===== config.mk =====
export PLATFORM = sky130hd
export DESIGN_NAME = lrsr_top
export DESIGN_NICKNAME = d
export VERILOG_FILES = /design/src/hdl/lrsr_pkg.sv /design/src/hdl/lrsr_top.sv /design/src/hdl/lrsr_bank_busy.sv
export SDC_FILE = /design/constraint.sdc
export NUM_CORES = 1
export LEC_CHECK = 0
export BUFFER_PORTS_ARGS = -buffer_cell sky130_fd_sc_hd__buf_4
export CAP_MARGIN = 0
export CORE_MARGIN = 2
export CORE_UTILIZATION = 46
export DETAILED_ROUTE_END_ITERATION = 12
export GPL_TIMING_DRIVEN = 0
export HOLD_SLACK_MARGIN = 0.05
export PLACE_DENSITY_LB_ADDON = 0.25
export SLEW_MARGIN = 20
export SYNTH_ARGS = -nofsm -noshare
export SYNTH_HDL_FRONTEND = slang
export SYNTH_HIERARCHICAL = 1
export SYNTH_SLANG_ARGS = --single-unit

===== constraint.sdc =====
create_clock -name I_CLK -period 2.9 [get_ports I_CLK]
set_clock_uncertainty 0.05 [all_clocks]
set_input_delay 0.145 -clock I_CLK [delete_from_list [all_inputs] [get_ports I_CLK]]
set_output_delay 0.145 -clock I_CLK [all_outputs]
set_load 0.02 [all_outputs]

===== src/hdl/lrsr_pkg.sv =====
/*
 * Package for the DRAM refresh and self refresh block: command codes, timing
 * figures and derived cycle counts at the 20 MHz block clock.
 * Assumes one clock domain and a synchronous active-high reset.
 */
package lrsr_pkg;

  // ****************************************************************
  // Clock and timing.
  // ****************************************************************
  localparam int unsigned CLK_PERIOD_NS             = 50;         // Block clock period.
  localparam int unsigned MIN_SR_RESIDENCY_NS       = 15;         // Least self refresh residency.
  localparam int unsigned MIN_SR_RESIDENCY_CYC_RAW  =
    (MIN_SR_RESIDENCY_NS + CLK_PERIOD_NS - 1) / CLK_PERIOD_NS;   // Rounded up.
  localparam int unsigned MIN_SR_RESIDENCY_CYC      =
    (MIN_SR_RESIDENCY_CYC_RAW < 1) ? 1 : MIN_SR_RESIDENCY_CYC_RAW;
  localparam int unsigned AVG_REFRESH_INTERVAL_NS   = 7800;       // Internal timer interval.
  localparam int unsigned AVG_REFRESH_INTERVAL_CYC  =
    AVG_REFRESH_INTERVAL_NS / CLK_PERIOD_NS;                      // Rounded down.
  localparam int unsigned SINGLE_BANK_REFRESH_CYCLE_NS = 60;     // Per-bank refresh busy time.
  localparam int unsigned SINGLE_BANK_REFRESH_CYCLE_CYC =
    (SINGLE_BANK_REFRESH_CYCLE_NS + CLK_PERIOD_NS - 1) / CLK_PERIOD_NS;

  // ****************************************************************
  // Widths and counts.
  // ****************************************************************
  localparam int unsigned NUM_BANKS  = 8;                 // Banks in the round robin.
  localparam int unsigned BANK_W     = 3;                 // Bank index width.
  localparam int unsigned TMR_W      = 16;                // Timer width.
  localparam int unsigned CNT_W      = 16;                // Refresh counter width.

  localparam logic [TMR_W-1:0] TMR_ZERO   = 16'h0000;     // Timer reset value.
  localparam logic [TMR_W-1:0] TMR_ONE    = 16'h0001;     // Timer step.
  localparam logic [BANK_W-1:0] BANK_ZERO = 3'h0;         // Bank counter reset value.
  localparam logic [BANK_W-1:0] BANK_ONE  = 3'h1;         // Bank counter step.
  localparam logic [CNT_W-1:0]  CNT_ZERO  = 16'h0000;     // Counter reset value.
  localparam logic [CNT_W-1:0]  CNT_ONE   = 16'h0001;     // Counter step.

  // ****************************************************************
  // Command decode codes (chip select, CA0, CA1, CA2, CA3).
  // ****************************************************************
  localparam logic [2:0] CA_REFRESH = 3'h4;               // CA2 high, CA1 low, CA0 low.

  // ****************************************************************
  // Controller states.
  // ****************************************************************
  typedef enum logic [2:0] {
    LRSR_ACTIVE  = 3'b001,                                // Normal operation.
    LRSR_SR      = 3'b010,                                // In self refresh.
    LRSR_EXIT    = 3'b100                                 // Leaving self refresh.
  } lrsr_state_t;

endpackage : lrsr_pkg


===== src/hdl/lrsr_top.sv =====
/*
 * Refresh and self refresh logic inside the DRAM device. It decodes refresh
 * and self refresh entry from the command pins, keeps a per-bank refresh
 * round robin and runs an internal refresh timer while in self refresh.
 * Assumes the command pins and memory clock come from another domain and are
 * sampled by the 20 MHz block clock through two flip-flops.
 */
// Notes on behaviour
// - Other banks stay usable during per-bank refresh.
// - Entry is CKE low, CS low, CA=100.
// - Internal timer refreshes, internal clock off.
// - In self refresh only CKE matters.
// - One internal refresh within least residency.
`timescale 1ns/1ns
module lrsr_top
  import lrsr_pkg::*;
(
  input  wire logic                        I_CLK,
  input  wire logic                        I_RESET,
  input  wire logic                        I_MEM_CLK,
  input  wire logic                        I_CKE,
  input  wire logic                        I_CS_N,
  input  wire logic [3:0]                  I_CA,
  input  wire logic [lrsr_pkg::NUM_BANKS-1:0] I_BANK_OPEN,
  output logic                             O_IN_SELF_REFRESH,
  output logic                             O_INT_CLK_EN,
  output logic                             O_REFRESH_PULSE,
  output logic                             O_ALL_BANK,
  output logic [lrsr_pkg::BANK_W-1:0]      O_REFRESH_BANK,
  output logic [lrsr_pkg::NUM_BANKS-1:0]   O_BANK_BUSY,
  output logic [lrsr_pkg::CNT_W-1:0]       O_REFRESH_COUNT
);
  import lrsr_pkg::*;

  // ****************************************************************
  // Input synchronisers: two flops each, first stage read by nobody else.
  // ****************************************************************
  logic [7:0] meta_q;                                     // First stage.
  logic [7:0] sync_q;                                     // Second stage.
  logic       mclk_prev_q;                                // Memory clock one sample ago.

  // Synchronise memory clock, CKE, chip select and command bits.
  always_ff @(posedge I_CLK) begin
    if (I_RESET) begin
      meta_q <= 8'h00;
      sync_q <= 8'h00;
    end else begin
      meta_q <= {1'b0, I_MEM_CLK, I_CKE, I_CS_N, I_CA};
      sync_q <= meta_q;
    end
  end

  wire       mclk_s = sync_q[6];                          // Synchronised memory clock.
  wire       cke_s  = sync_q[5];                          // Synchronised clock enable.
  wire       cs_n_s = sync_q[4];                          // Synchronised chip select.
  wire [3:0] ca_s   = sync_q[3:0];                        // Synchronised command bits.

  logic [NUM_BANKS-1:0] open_meta_q;                      // Bank status, first stage.
  logic [NUM_BANKS-1:0] open_sync_q;                      // Bank status, second stage.

  // Bank status only feeds coverage of refreshes beside open banks; the device
  // itself never needs it, since the controller keeps the idle-bank rules.
  always_ff @(posedge I_CLK) begin
    if (I_RESET) begin
      open_meta_q <= '0;
      open_sync_q <= '0;
    end else begin
      open_meta_q <= I_BANK_OPEN;
      open_sync_q <= open_meta_q;
    end
  end

  // Remember memory clock for edge detection.
  always_ff @(posedge I_CLK) begin
    if (I_RESET) begin
      mclk_prev_q <= 1'b0;
    end else begin
      mclk_prev_q <= mclk_s;
    end
  end

  // ****************************************************************
  // Command decode on memory clock rising edges.
  // ****************************************************************
  wire  mclk_rise = mclk_s && !mclk_prev_q;               // One-cycle edge pulse.
  logic cke_prev_q;                                       // CKE at the previous edge.

  // Refresh-family code is shared by refresh and self refresh entry.
  function automatic logic is_ref_code(input logic cs_n, input logic [3:0] ca);
    return !cs_n && (ca[2:0] == CA_REFRESH);
  endfunction

  // CKE value seen at the previous memory clock edge.
  always_ff @(posedge I_CLK) begin
    if (I_RESET) begin
      cke_prev_q <= 1'b1;
    end else if (mclk_rise) begin
      cke_prev_q <= cke_s;
    end
  end

  lrsr_state_t state_q;                                   // Controller state.

  // Self refresh entry needs CKE high before and low now.
  wire sr_entry = mclk_rise && (state_q == LRSR_ACTIVE) && cke_prev_q && !cke_s
                  && is_ref_code(cs_n_s, ca_s);
  // External refresh only in normal operation with CKE high.
  wire ext_ref  = mclk_rise && (state_q == LRSR_ACTIVE) && cke_prev_q && cke_s
                  && is_ref_code(cs_n_s, ca_s);
  wire ext_all  = ext_ref && ca_s[3];                     // All-bank form.
  wire ext_one  = ext_ref && !ca_s[3];                    // Single-bank form.

  // ****************************************************************
  // Self refresh state machine and internal timer.
  // ****************************************************************
  localparam logic [TMR_W-1:0] RESID_CYC = TMR_W'(MIN_SR_RESIDENCY_CYC);   // Least stay.
  localparam logic [TMR_W-1:0] INT_CYC   = TMR_W'(AVG_REFRESH_INTERVAL_CYC);// Timer period.

  logic [TMR_W-1:0] sr_tmr_q;                             // Cycles since entry / last refresh.
  logic [TMR_W-1:0] resid_q;                              // Cycles in self refresh.
  logic             int_ref;                              // Internal refresh this cycle.

  // While in self refresh only CKE is watched; other pins are ignored.
  always_ff @(posedge I_CLK) begin
    if (I_RESET) begin
      state_q <= LRSR_ACTIVE;
    end else begin
      unique case (state_q)
        LRSR_ACTIVE: begin
          if (sr_entry) begin
            state_q <= LRSR_SR;
          end
        end
        LRSR_SR: begin
          // Exit is honoured only once the least residency has passed.
          if (cke_s && (resid_q >= RESID_CYC)) begin
            state_q <= LRSR_EXIT;
          end
        end
        LRSR_EXIT: begin
          state_q <= LRSR_ACTIVE;
        end
      endcase
    end
  end

  // First internal refresh fires at entry+1 so it lands inside the least stay.
  assign int_ref = (state_q == LRSR_SR) && (sr_tmr_q == TMR_ZERO);

  // Internal refresh timer: runs from the block clock, not the memory clock.
  always_ff @(posedge I_CLK) begin
    if (I_RESET) begin
      sr_tmr_q <= TMR_ZERO;
    end else if (state_q != LRSR_SR) begin
      sr_tmr_q <= TMR_ZERO;
    end else if (sr_tmr_q >= INT_CYC - TMR_ONE) begin
      sr_tmr_q <= TMR_ZERO;
    end else begin
      sr_tmr_q <= sr_tmr_q + TMR_ONE;
    end
  end

  // Residency counter saturates once the least stay is met.
  always_ff @(posedge I_CLK) begin
    if (I_RESET || state_q != LRSR_SR) begin
      resid_q <= TMR_ZERO;
    end else if (resid_q < RESID_CYC) begin
      resid_q <= resid_q + TMR_ONE;
    end
  end

  // ****************************************************************
  // Refresh execution, bank round robin and outputs.
  // ****************************************************************
  logic [BANK_W-1:0]    bank_ptr_q;                       // Next single-bank target.
  logic [NUM_BANKS-1:0] busy;                             // Banks under refresh.

  // Round robin counter; all-bank refresh and self refresh exit reset it.
  always_ff @(posedge I_CLK) begin
    if (I_RESET || ext_all || state_q == LRSR_EXIT) begin
      bank_ptr_q <= BANK_ZERO;
    end else if (ext_one) begin
      bank_ptr_q <= bank_ptr_q + BANK_ONE;
    end
  end

  // Only the target bank goes busy; others stay usable.
  lrsr_bank_busy u_busy (
    .i_clk   (I_CLK),
    .i_reset (I_RESET),
    .i_start (ext_one),
    .i_bank  (bank_ptr_q),
    .o_busy  (busy)
  );

  // Registered outputs describing each refresh performed.
  always_ff @(posedge I_CLK) begin
    if (I_RESET) begin
      O_REFRESH_PULSE   <= 1'b0;
      O_ALL_BANK        <= 1'b0;
      O_REFRESH_BANK    <= BANK_ZERO;
      O_IN_SELF_REFRESH <= 1'b0;
      O_INT_CLK_EN      <= 1'b1;
      O_BANK_BUSY       <= '0;
    end else begin
      O_REFRESH_PULSE   <= ext_ref || int_ref;
      O_ALL_BANK        <= ext_all || int_ref;
      O_REFRESH_BANK    <= ext_one ? bank_ptr_q : BANK_ZERO;
      O_IN_SELF_REFRESH <= (state_q == LRSR_SR);
      // Internal clock stops for the whole self refresh stay.
      O_INT_CLK_EN      <= (state_q != LRSR_SR) && !sr_entry;
      O_BANK_BUSY       <= busy;
    end
  end

  // Count of all refreshes performed, external and internal.
  always_ff @(posedge I_CLK) begin
    if (I_RESET) begin
      O_REFRESH_COUNT <= CNT_ZERO;
    end else if (ext_ref || int_ref) begin
      O_REFRESH_COUNT <= O_REFRESH_COUNT + CNT_ONE;
    end
  end

  // ****************************************************************
  // Checks.
  // ****************************************************************
  // Entry leads to self refresh one cycle later.
  sr_entry_a: assert property (@(posedge I_CLK) disable iff (I_RESET)
    sr_entry |=> state_q == LRSR_SR)
    else $error("Self refresh entry not taken.");
  // Internal clock off in self refresh.
  clk_off_a: assert property (@(posedge I_CLK) disable iff (I_RESET)
    state_q == LRSR_SR |=> !O_INT_CLK_EN)
    else $error("Internal clock running in self refresh.");
  // An internal refresh appears within the least stay.
  int_ref_a: assert property (@(posedge I_CLK) disable iff (I_RESET)
    sr_entry |-> ##[1:3] O_REFRESH_PULSE && O_ALL_BANK)
    else $error("No internal refresh after entry.");
  // Pins other than CKE do not create refreshes in self refresh.
  ignore_a: assert property (@(posedge I_CLK) disable iff (I_RESET)
    (state_q == LRSR_SR) && !int_ref |=> !O_REFRESH_PULSE)
    else $error("External command taken in self refresh.");
  // Single-bank refresh marks only its bank busy.
  bank_busy_a: assert property (@(posedge I_CLK) disable iff (I_RESET)
    ext_one |=> ##1 O_BANK_BUSY == (NUM_BANKS'(1) << $past(bank_ptr_q, 2)))
    else $error("Wrong bank marked busy.");
  // Exit returns to normal operation next cycle.
  exit_a: assert property (@(posedge I_CLK) disable iff (I_RESET)
    state_q == LRSR_EXIT |=> state_q == LRSR_ACTIVE)
    else $error("Exit did not complete.");
  // Counter steps on each refresh.
  count_a: assert property (@(posedge I_CLK) disable iff (I_RESET)
    (ext_ref || int_ref) |=> O_REFRESH_COUNT == $past(O_REFRESH_COUNT) + CNT_ONE)
    else $error("Refresh count did not step.");
  // Round robin resets on all-bank refresh.
  rr_reset_a: assert property (@(posedge I_CLK) disable iff (I_RESET)
    ext_all |=> bank_ptr_q == BANK_ZERO)
    else $error("Bank pointer not cleared.");

  sr_seen_c:  cover property (@(posedge I_CLK) disable iff (I_RESET) sr_entry);
  exit_c:     cover property (@(posedge I_CLK) disable iff (I_RESET) state_q == LRSR_EXIT);
  one_ref_c:  cover property (@(posedge I_CLK) disable iff (I_RESET) ext_one);
  all_ref_c:  cover property (@(posedge I_CLK) disable iff (I_RESET) ext_all);
  open_ref_c: cover property (@(posedge I_CLK) disable iff (I_RESET) ext_one && |open_sync_q);

endmodule // lrsr_top


===== src/hdl/lrsr_bank_busy.sv =====
/*
 * Per-bank busy tracker: one countdown per bank that runs while that bank is
 * being refreshed. Assumes a start pulse on the block clock.
 */
`timescale 1ns/1ns
module lrsr_bank_busy
  import lrsr_pkg::*;
(
  input  wire logic                 i_clk,
  input  wire logic                 i_reset,
  input  wire logic                 i_start,
  input  wire logic [BANK_W-1:0]    i_bank,
  output logic      [NUM_BANKS-1:0] o_busy
);

  // ****************************************************************
  // One small countdown per bank.
  // ****************************************************************
  localparam logic [TMR_W-1:0] BUSY_CYC = TMR_W'(SINGLE_BANK_REFRESH_CYCLE_CYC); // Busy length.

  genvar g;
  generate
    for (g = 0; g < NUM_BANKS; g = g + 1) begin : g_bank
      logic [TMR_W-1:0] left_q;                            // Cycles still busy.
      // Load on a refresh of this bank, else count down to zero.
      always_ff @(posedge i_clk) begin
        if (i_reset) begin
          left_q <= TMR_ZERO;
        end else if (i_start && (i_bank == BANK_W'(g))) begin
          left_q <= BUSY_CYC;
        end else if (left_q != TMR_ZERO) begin
          left_q <= left_q - TMR_ONE;
        end
      end
      // Busy flag comes from a register as well.
      always_ff @(posedge i_clk) begin
        if (i_reset) begin
          o_busy[g] <= 1'b0;
        end else begin
          o_busy[g] <= (i_start && (i_bank == BANK_W'(g))) || (left_q > TMR_ONE);
        end
      end
    end
  endgenerate

endmodule // lrsr_bank_busy


; ---- Word-level counts from Yosys, hierarchy flattened
; Cells that the tools add are included.
[totals]
elab_cells = 164
mem_bits_ro = 0
ramBits = 0
latchBits = 0
mem_count = 0
regBits = 221
[classes]
multipliers = 0
n_shift = 0
reduce_logical = 68
eq_ne = 14
add_sub_neg = 12
bitwise = 1
muxes = 19
magnitude_cmp = 11
div_mod_pow = 0
[op_table]
columns = cell, n
row1 = 16-bit by 1-bit greater-than comparator with 1-bit output (second input constant), 8
row2 = 16-bit nonzero test, 8
row3 = 16-bit by 1-bit subtractor with 16-bit output (second input constant), 8
row4 = 16-bit by 1-bit adder with 16-bit output (second input constant), 3
row5 = 2-bit 2-to-1 mux, 16
row6 = 1-bit logical AND, 21
row7 = 3-bit == test (second input constant), 6
row8 = 2-bit OR reduction, 9
row9 = 16-bit by 1-bit >= comparator with 1-bit output (second input constant), 1
row10 = 16-bit by 8-bit >= comparator with 1-bit output (second input constant), 1
row11 = 16-bit logical NOT, 1
row12 = 16-bit by 1-bit < comparator with 1-bit output (second input constant), 1
row13 = 2-bit nonzero test, 8
row14 = 1-bit logical OR, 13
row15 = 3-bit by 2-bit == test with 1-bit output (second input constant), 3
row16 = 3-bit one-hot mux with 3 select lines, 1
row17 = 3-bit by 1-bit == test with 1-bit output (second input constant), 2
row18 = 3-bit 2-to-1 mux, 2
row19 = 1-bit logical NOT, 5
row20 = 2-bit != test (second input constant), 2
row21 = 3-bit by 1-bit adder with 3-bit output (second input constant), 1
row22 = 3-bit logical NOT, 1
row23 = 3-bit by 2-bit != test with 1-bit output (second input constant), 1
row24 = 3-bit OR reduction, 1
row25 = 2 further kinds, 2

; ---- Logic depth before layout (Yosys ltp)
[depth]
depth_word = 9
mapped_depth = 9
ltp_nobuf = 7

; ---- Hierarchy
; Netlist, hierarchy kept.
[modules_own_cells]
columns = mod, area_each_um2, cells_each, seq_area_each_um2, instances
row1 = lrsr_bank_busy, 6630.1, 791, 2722.6, 1
row2 = lrsr_top, 2967.8, 295, 1701.6, 1

; ---- Worst setup path after synthesis
; OpenSTA, ideal clock, no wires.
[synth_timing]
path_type = register -> register
from = register state_q[2]
to = register u_busy.g_bank[1].left_q[10]
arrival_time_ns = 2.186
path_slack_ns = 0.537
path_stages_with_launch = 10
synth_period_minus_slack_ns = 2.363
t_required_ns = 2.722
path_cell_list = dfxtp_1 -> nor3b_1 -> nand4_2 -> nor2_1 -> nand2b_1 -> nor3b_1 -> or2_2 -> clkbuf_1 -> clkbuf_1 -> nor2_1
[synth_between]
elab_chain_len = 8
[synth_lines]
columns = item, line
row1 = "start, declared", lrsr_top.sv:102  ; lrsr_state_t state_q;
row2 = "start signal, assigned", lrsr_top.sv:126  ; state_q <= LRSR_ACTIVE;
row3 = "start signal, assigned", lrsr_top.sv:131  ; state_q <= LRSR_SR;
row4 = "start signal, assigned", lrsr_top.sv:137  ; state_q <= LRSR_EXIT;
row5 = 3-bit by 1-bit == test with 1-bit output, lrsr_top.sv:108  ; wire ext_ref = mclk_rise && (state_q == LRSR_ACTIVE) && cke_prev_q && cke_s
row6 = 1-bit logical AND (3 in a row), lrsr_top.sv:108
row7 = 1-bit logical AND, lrsr_top.sv:109  ; && is_ref_code(cs_n_s, ca_s);
row8 = 1-bit logical AND, lrsr_top.sv:111  ; wire ext_one = ext_ref && !ca_s[3];
row9 = named net ext_one, lrsr_top.sv:111
row10 = 1-bit logical AND, lrsr_bank_busy.sv:29  ; end else if (i_start && (i_bank == BANK_W'(g))) begin
row11 = 2-bit OR reduction (no line), n/a
row12 = "end signal, assigned", lrsr_bank_busy.sv:32  ; left_q <= left_q - TMR_ONE;
row13 = "end, declared", lrsr_bank_busy.sv:24  ; logic [TMR_W-1:0] left_q;
; The timed path passes the listed nets, and every way through them passes these cells.
; A chain may end at the register's enable or synchronous reset.

; ---- Worst setup path in the final report
[layout_timing]
from = register state_q[2]
to = register u_busy.g_bank[2].left_q[12]
[layout_between]
elab_chain_len = 8
[layout_lines]
columns = item, line
row1 = 3-bit by 1-bit == test with 1-bit output, lrsr_top.sv:108
row2 = 1-bit logical AND (3 in a row), lrsr_top.sv:108
row3 = 1-bit logical AND, lrsr_top.sv:109
row4 = 1-bit logical AND, lrsr_top.sv:111
row5 = named net ext_one, lrsr_top.sv:111
row6 = 1-bit logical AND, lrsr_bank_busy.sv:29
row7 = 2-bit OR reduction (no line), n/a
row8 = "end signal, assigned", lrsr_bank_busy.sv:32
row9 = "end, declared", lrsr_bank_busy.sv:24
; The timed path passes the listed nets, and every way through them passes these cells.

==> results.toml <==
[floorplan]
io_pins = 48
fp.dieH_um = 148
fp-row-count = 52
core-area_mm2 = 0.0204
start_util_pct = 47.1
die_area_mm2 = 0.0220
die_w_um = 148

[place]
routabilityCongestion = 0.830
port_buffers = 39
dp_hpwl_um = 13100

[power]
p_leak_nw = 4.38
fin_total_pwr_mw = 12.8
power_density_mw_per_mm2 = 1140
max-vdd-ir-drop_v = 0.000610

[finish]
multiInputGateArea_mm2 = 0.00499
antenna_cells = 0
layout.cells.most_common = "dfxtp_1"
area_growth_pct = 17.1
n_fill_cell = 1887
seqCellArea_mm2 = 0.00442
final_nets = 1216
layout_common_cells = "dfxtp_1 (221), nor2_1 (181), xor2_1 (66)"
drive_gt1_share_pct = 10.0

[synthesis]
ys_seq_area_share_pct = 46.1
async_flop_share_pct = 0
syn_inst = 1086
synth.avg_cell_area_um2 = 8.84
synth_ff_type = "dfxtp_1"
synth-edff-count = 0
yosys_warnings = 6
ys_ff_latch = 221
syn_area_mm2 = 0.00960
synth_cell_type_count = 59

[cts]
clk-insertion-delay-late_ns = 0.51
cts-root-buf = "clkbuf_16"
clk_pin_slew_ns = 0.06
cts_tree = "built"
cts.sinks = 221
htreeDepth = 1
cts_buffer_depth = 3
cts_buffers = 25

[worst_setup_path]
crit_family = "simple AND/OR/NAND/NOR gates"
path_cells = "nor3b_1 > nand4_2 > nor2_4 > nand2_1 > nor3_1 > or2_2 > clkbuf_1 > clkbuf_2 > nor2_1"
crit_fanout = 10
crit_arrival_ns = 2.98
cpMaxStageDelayCell = "nor3_1"
worstSetupEndpointType = "flip-flop"
critPathMaxStageDelay_ns = 0.41
worst-path-buf-inv = 2
critPathRequiredTime_ns = 3.24
path_class = "flip-flop to flip-flop"
crit_path_start_kind = "flip-flop"

[worst_hold_path]
hp-class = "input port to flip-flop"

[drt]
wl_met1_um = 9370
drc = 0
top_layer = "met4"
route.met2.wl_um = 8620
detail_route.wl_per_cell_um = 13.1
avgViaCountPerCell = 5.30
first_pass_iters = 4
drt_iter0_drc = 295
wl_met3_um = 728
num_vias = 7711
ant_nets = 0
wl_um = 19100

[sta]
min_period_ns = 2.64
finalCritPeriodShare_pct = 90.9
worst_pin_slew_ns = 0.849
finalHoldViolCount = 0
rsz0062_at_grt = "false"
max_freq_mhz = 379
maxSlewViolCount = 0
slew_headroom_pct = 42.9
holdWs_ns = 0.334
setup_viol = 0

[grt]
grt_pass1_wl_um = 32300
antenna_found_initial = 0
grt-ovfl-total = 0
grt_pass1_vias = 7058
globalRouteTotalUtil_pct = 17.1
grt_max_degree = 15

[flow_run]
cap_violations = 0

[status]
status = "finished clean"
## metrics by stage
stage | util [%] | cells | cell area, um^2 | TNS [ns] | setup WS (ns)
after floorplan | - | 1093 | 9620 | 0 | 0.537
after global placement | 50.4 | 1402 | 10300 | -8.54 | -0.349
after detailed placement | 50.4 | 1402 | 10300 | -8.94 | -0.330
after CTS | 55.0 | 1454 | 11200 | 0 | 0.0162
after global routing | 55.2 | 1456 | 11200 | 0 | 0.0690
final | 55.2 | 1456 | 11200 | 0 | 0.263
## registers in the layout, summed over array words and instances, names as in the netlist, 3 cells and up
| signal | cells |
|---|---|
| O_BANK_BUSY | 8 |
| O_REFRESH_BANK | 3 |
| O_REFRESH_COUNT | 16 |
| bank_ptr_q | 3 |
| meta_q | 7 |
| resid_q | 16 |
| sr_tmr_q | 16 |
| state_q | 3 |
| sync_q | 7 |
| u_busy/g_bank.left_q | 128 |
| u_busy/o_busy | 8 |
## power breakdown
part / internal, mW / switching, mW / leakage, nW / total [mW]
combinational: 2.15 / 2.85 / 2.16 / 5.00
clock: 1.97 / 1.23 / 0.406 / 3.21
sequential: 3.81 / 0.747 / 1.81 / 4.56
## what timing repair did
| item | 4_1_cts | 5_1_grt |
|---|---|---|
| hold buffers | 8 | 0 |
| endpoints found under the hold margin | 9 | 0 |
| buffers inserted | 0 | 2 |
| pin swaps | 0 | 1 |
| resized for setup | 6 | 3 |
| setup endpoints to repair | 50 | 59 |
## worst min-delay path, cell delays in order
cell and delay, ns:
dlygate4sd3_1 0.52, buf_4 0.09, nor2b_1 0.10
## metal layers
layer  vias up  global-route usage, %
li1       3976                      -
met1      3584                   22.8
met4         0                   4.86
met5         -                      0
met3        29                   2.88
met2       122                   28.6
## worst paths after layout
check | start | end | slack (ns) | depth (start not counted)
max reg2reg | state_q[2] | u_busy/g_bank[2].left_q[12] | 0.26 | 9
min | I_CS_N | meta_q[4] | 0.33 | 3
max | state_q[2] | u_busy/g_bank[2].left_q[12] | 0.26 | 9
min reg2reg | meta_q[2] | sync_q[2] | 0.39 | 1
## cell usage after synthesis (21+ instances only)
cell type,count,area [um^2]
nor2b_1,27,169
nand2_1,45,169
o21ai_0,30,150
xor2_1,66,578
nor4_1,38,238
clkbuf_1,25,93.8
ha_1,30,375
or3_1,21,131
nor2_1,182,683
nand4_1,27,169
a21oi_1,55,275
xnor2_1,26,228
dfxtp_1,221,4420
inv_1,29,109
and2_1,22,138
nor3_1,37,185
nand3_1,44,220
## layout make-up
class,instances,area share (%)
buffer,29,1.19
clock buffer,32,6.25
clock inverter,12,1.35
inverter,29,0.969
multi-input combinational,814,44.4
sequential,221,39.4
tap,270,3.01
timing repair buffer,49,3.45
## logic make-up (layout without fill, tap and decap cells)
logic type | Yosys count | in the layout | synth area share [%]
AND/OR/NAND/NOR | 546 | 546 | 30.1
flip-flops | 221 | 221 | 46.1
AO/OA/AOI/OAI | 133 | 133 | 8.41
XOR/XNOR | 92 | 92 | 8.40
buffers and inverters | 58 | 151 | 2.48
adder cells (fa/ha/maj) | 30 | 30 | 3.91
multiplexers | 5 | 5 | 0.548
other | 1 | 8 | 0.0391
Power figures use the tool's default switching activity.
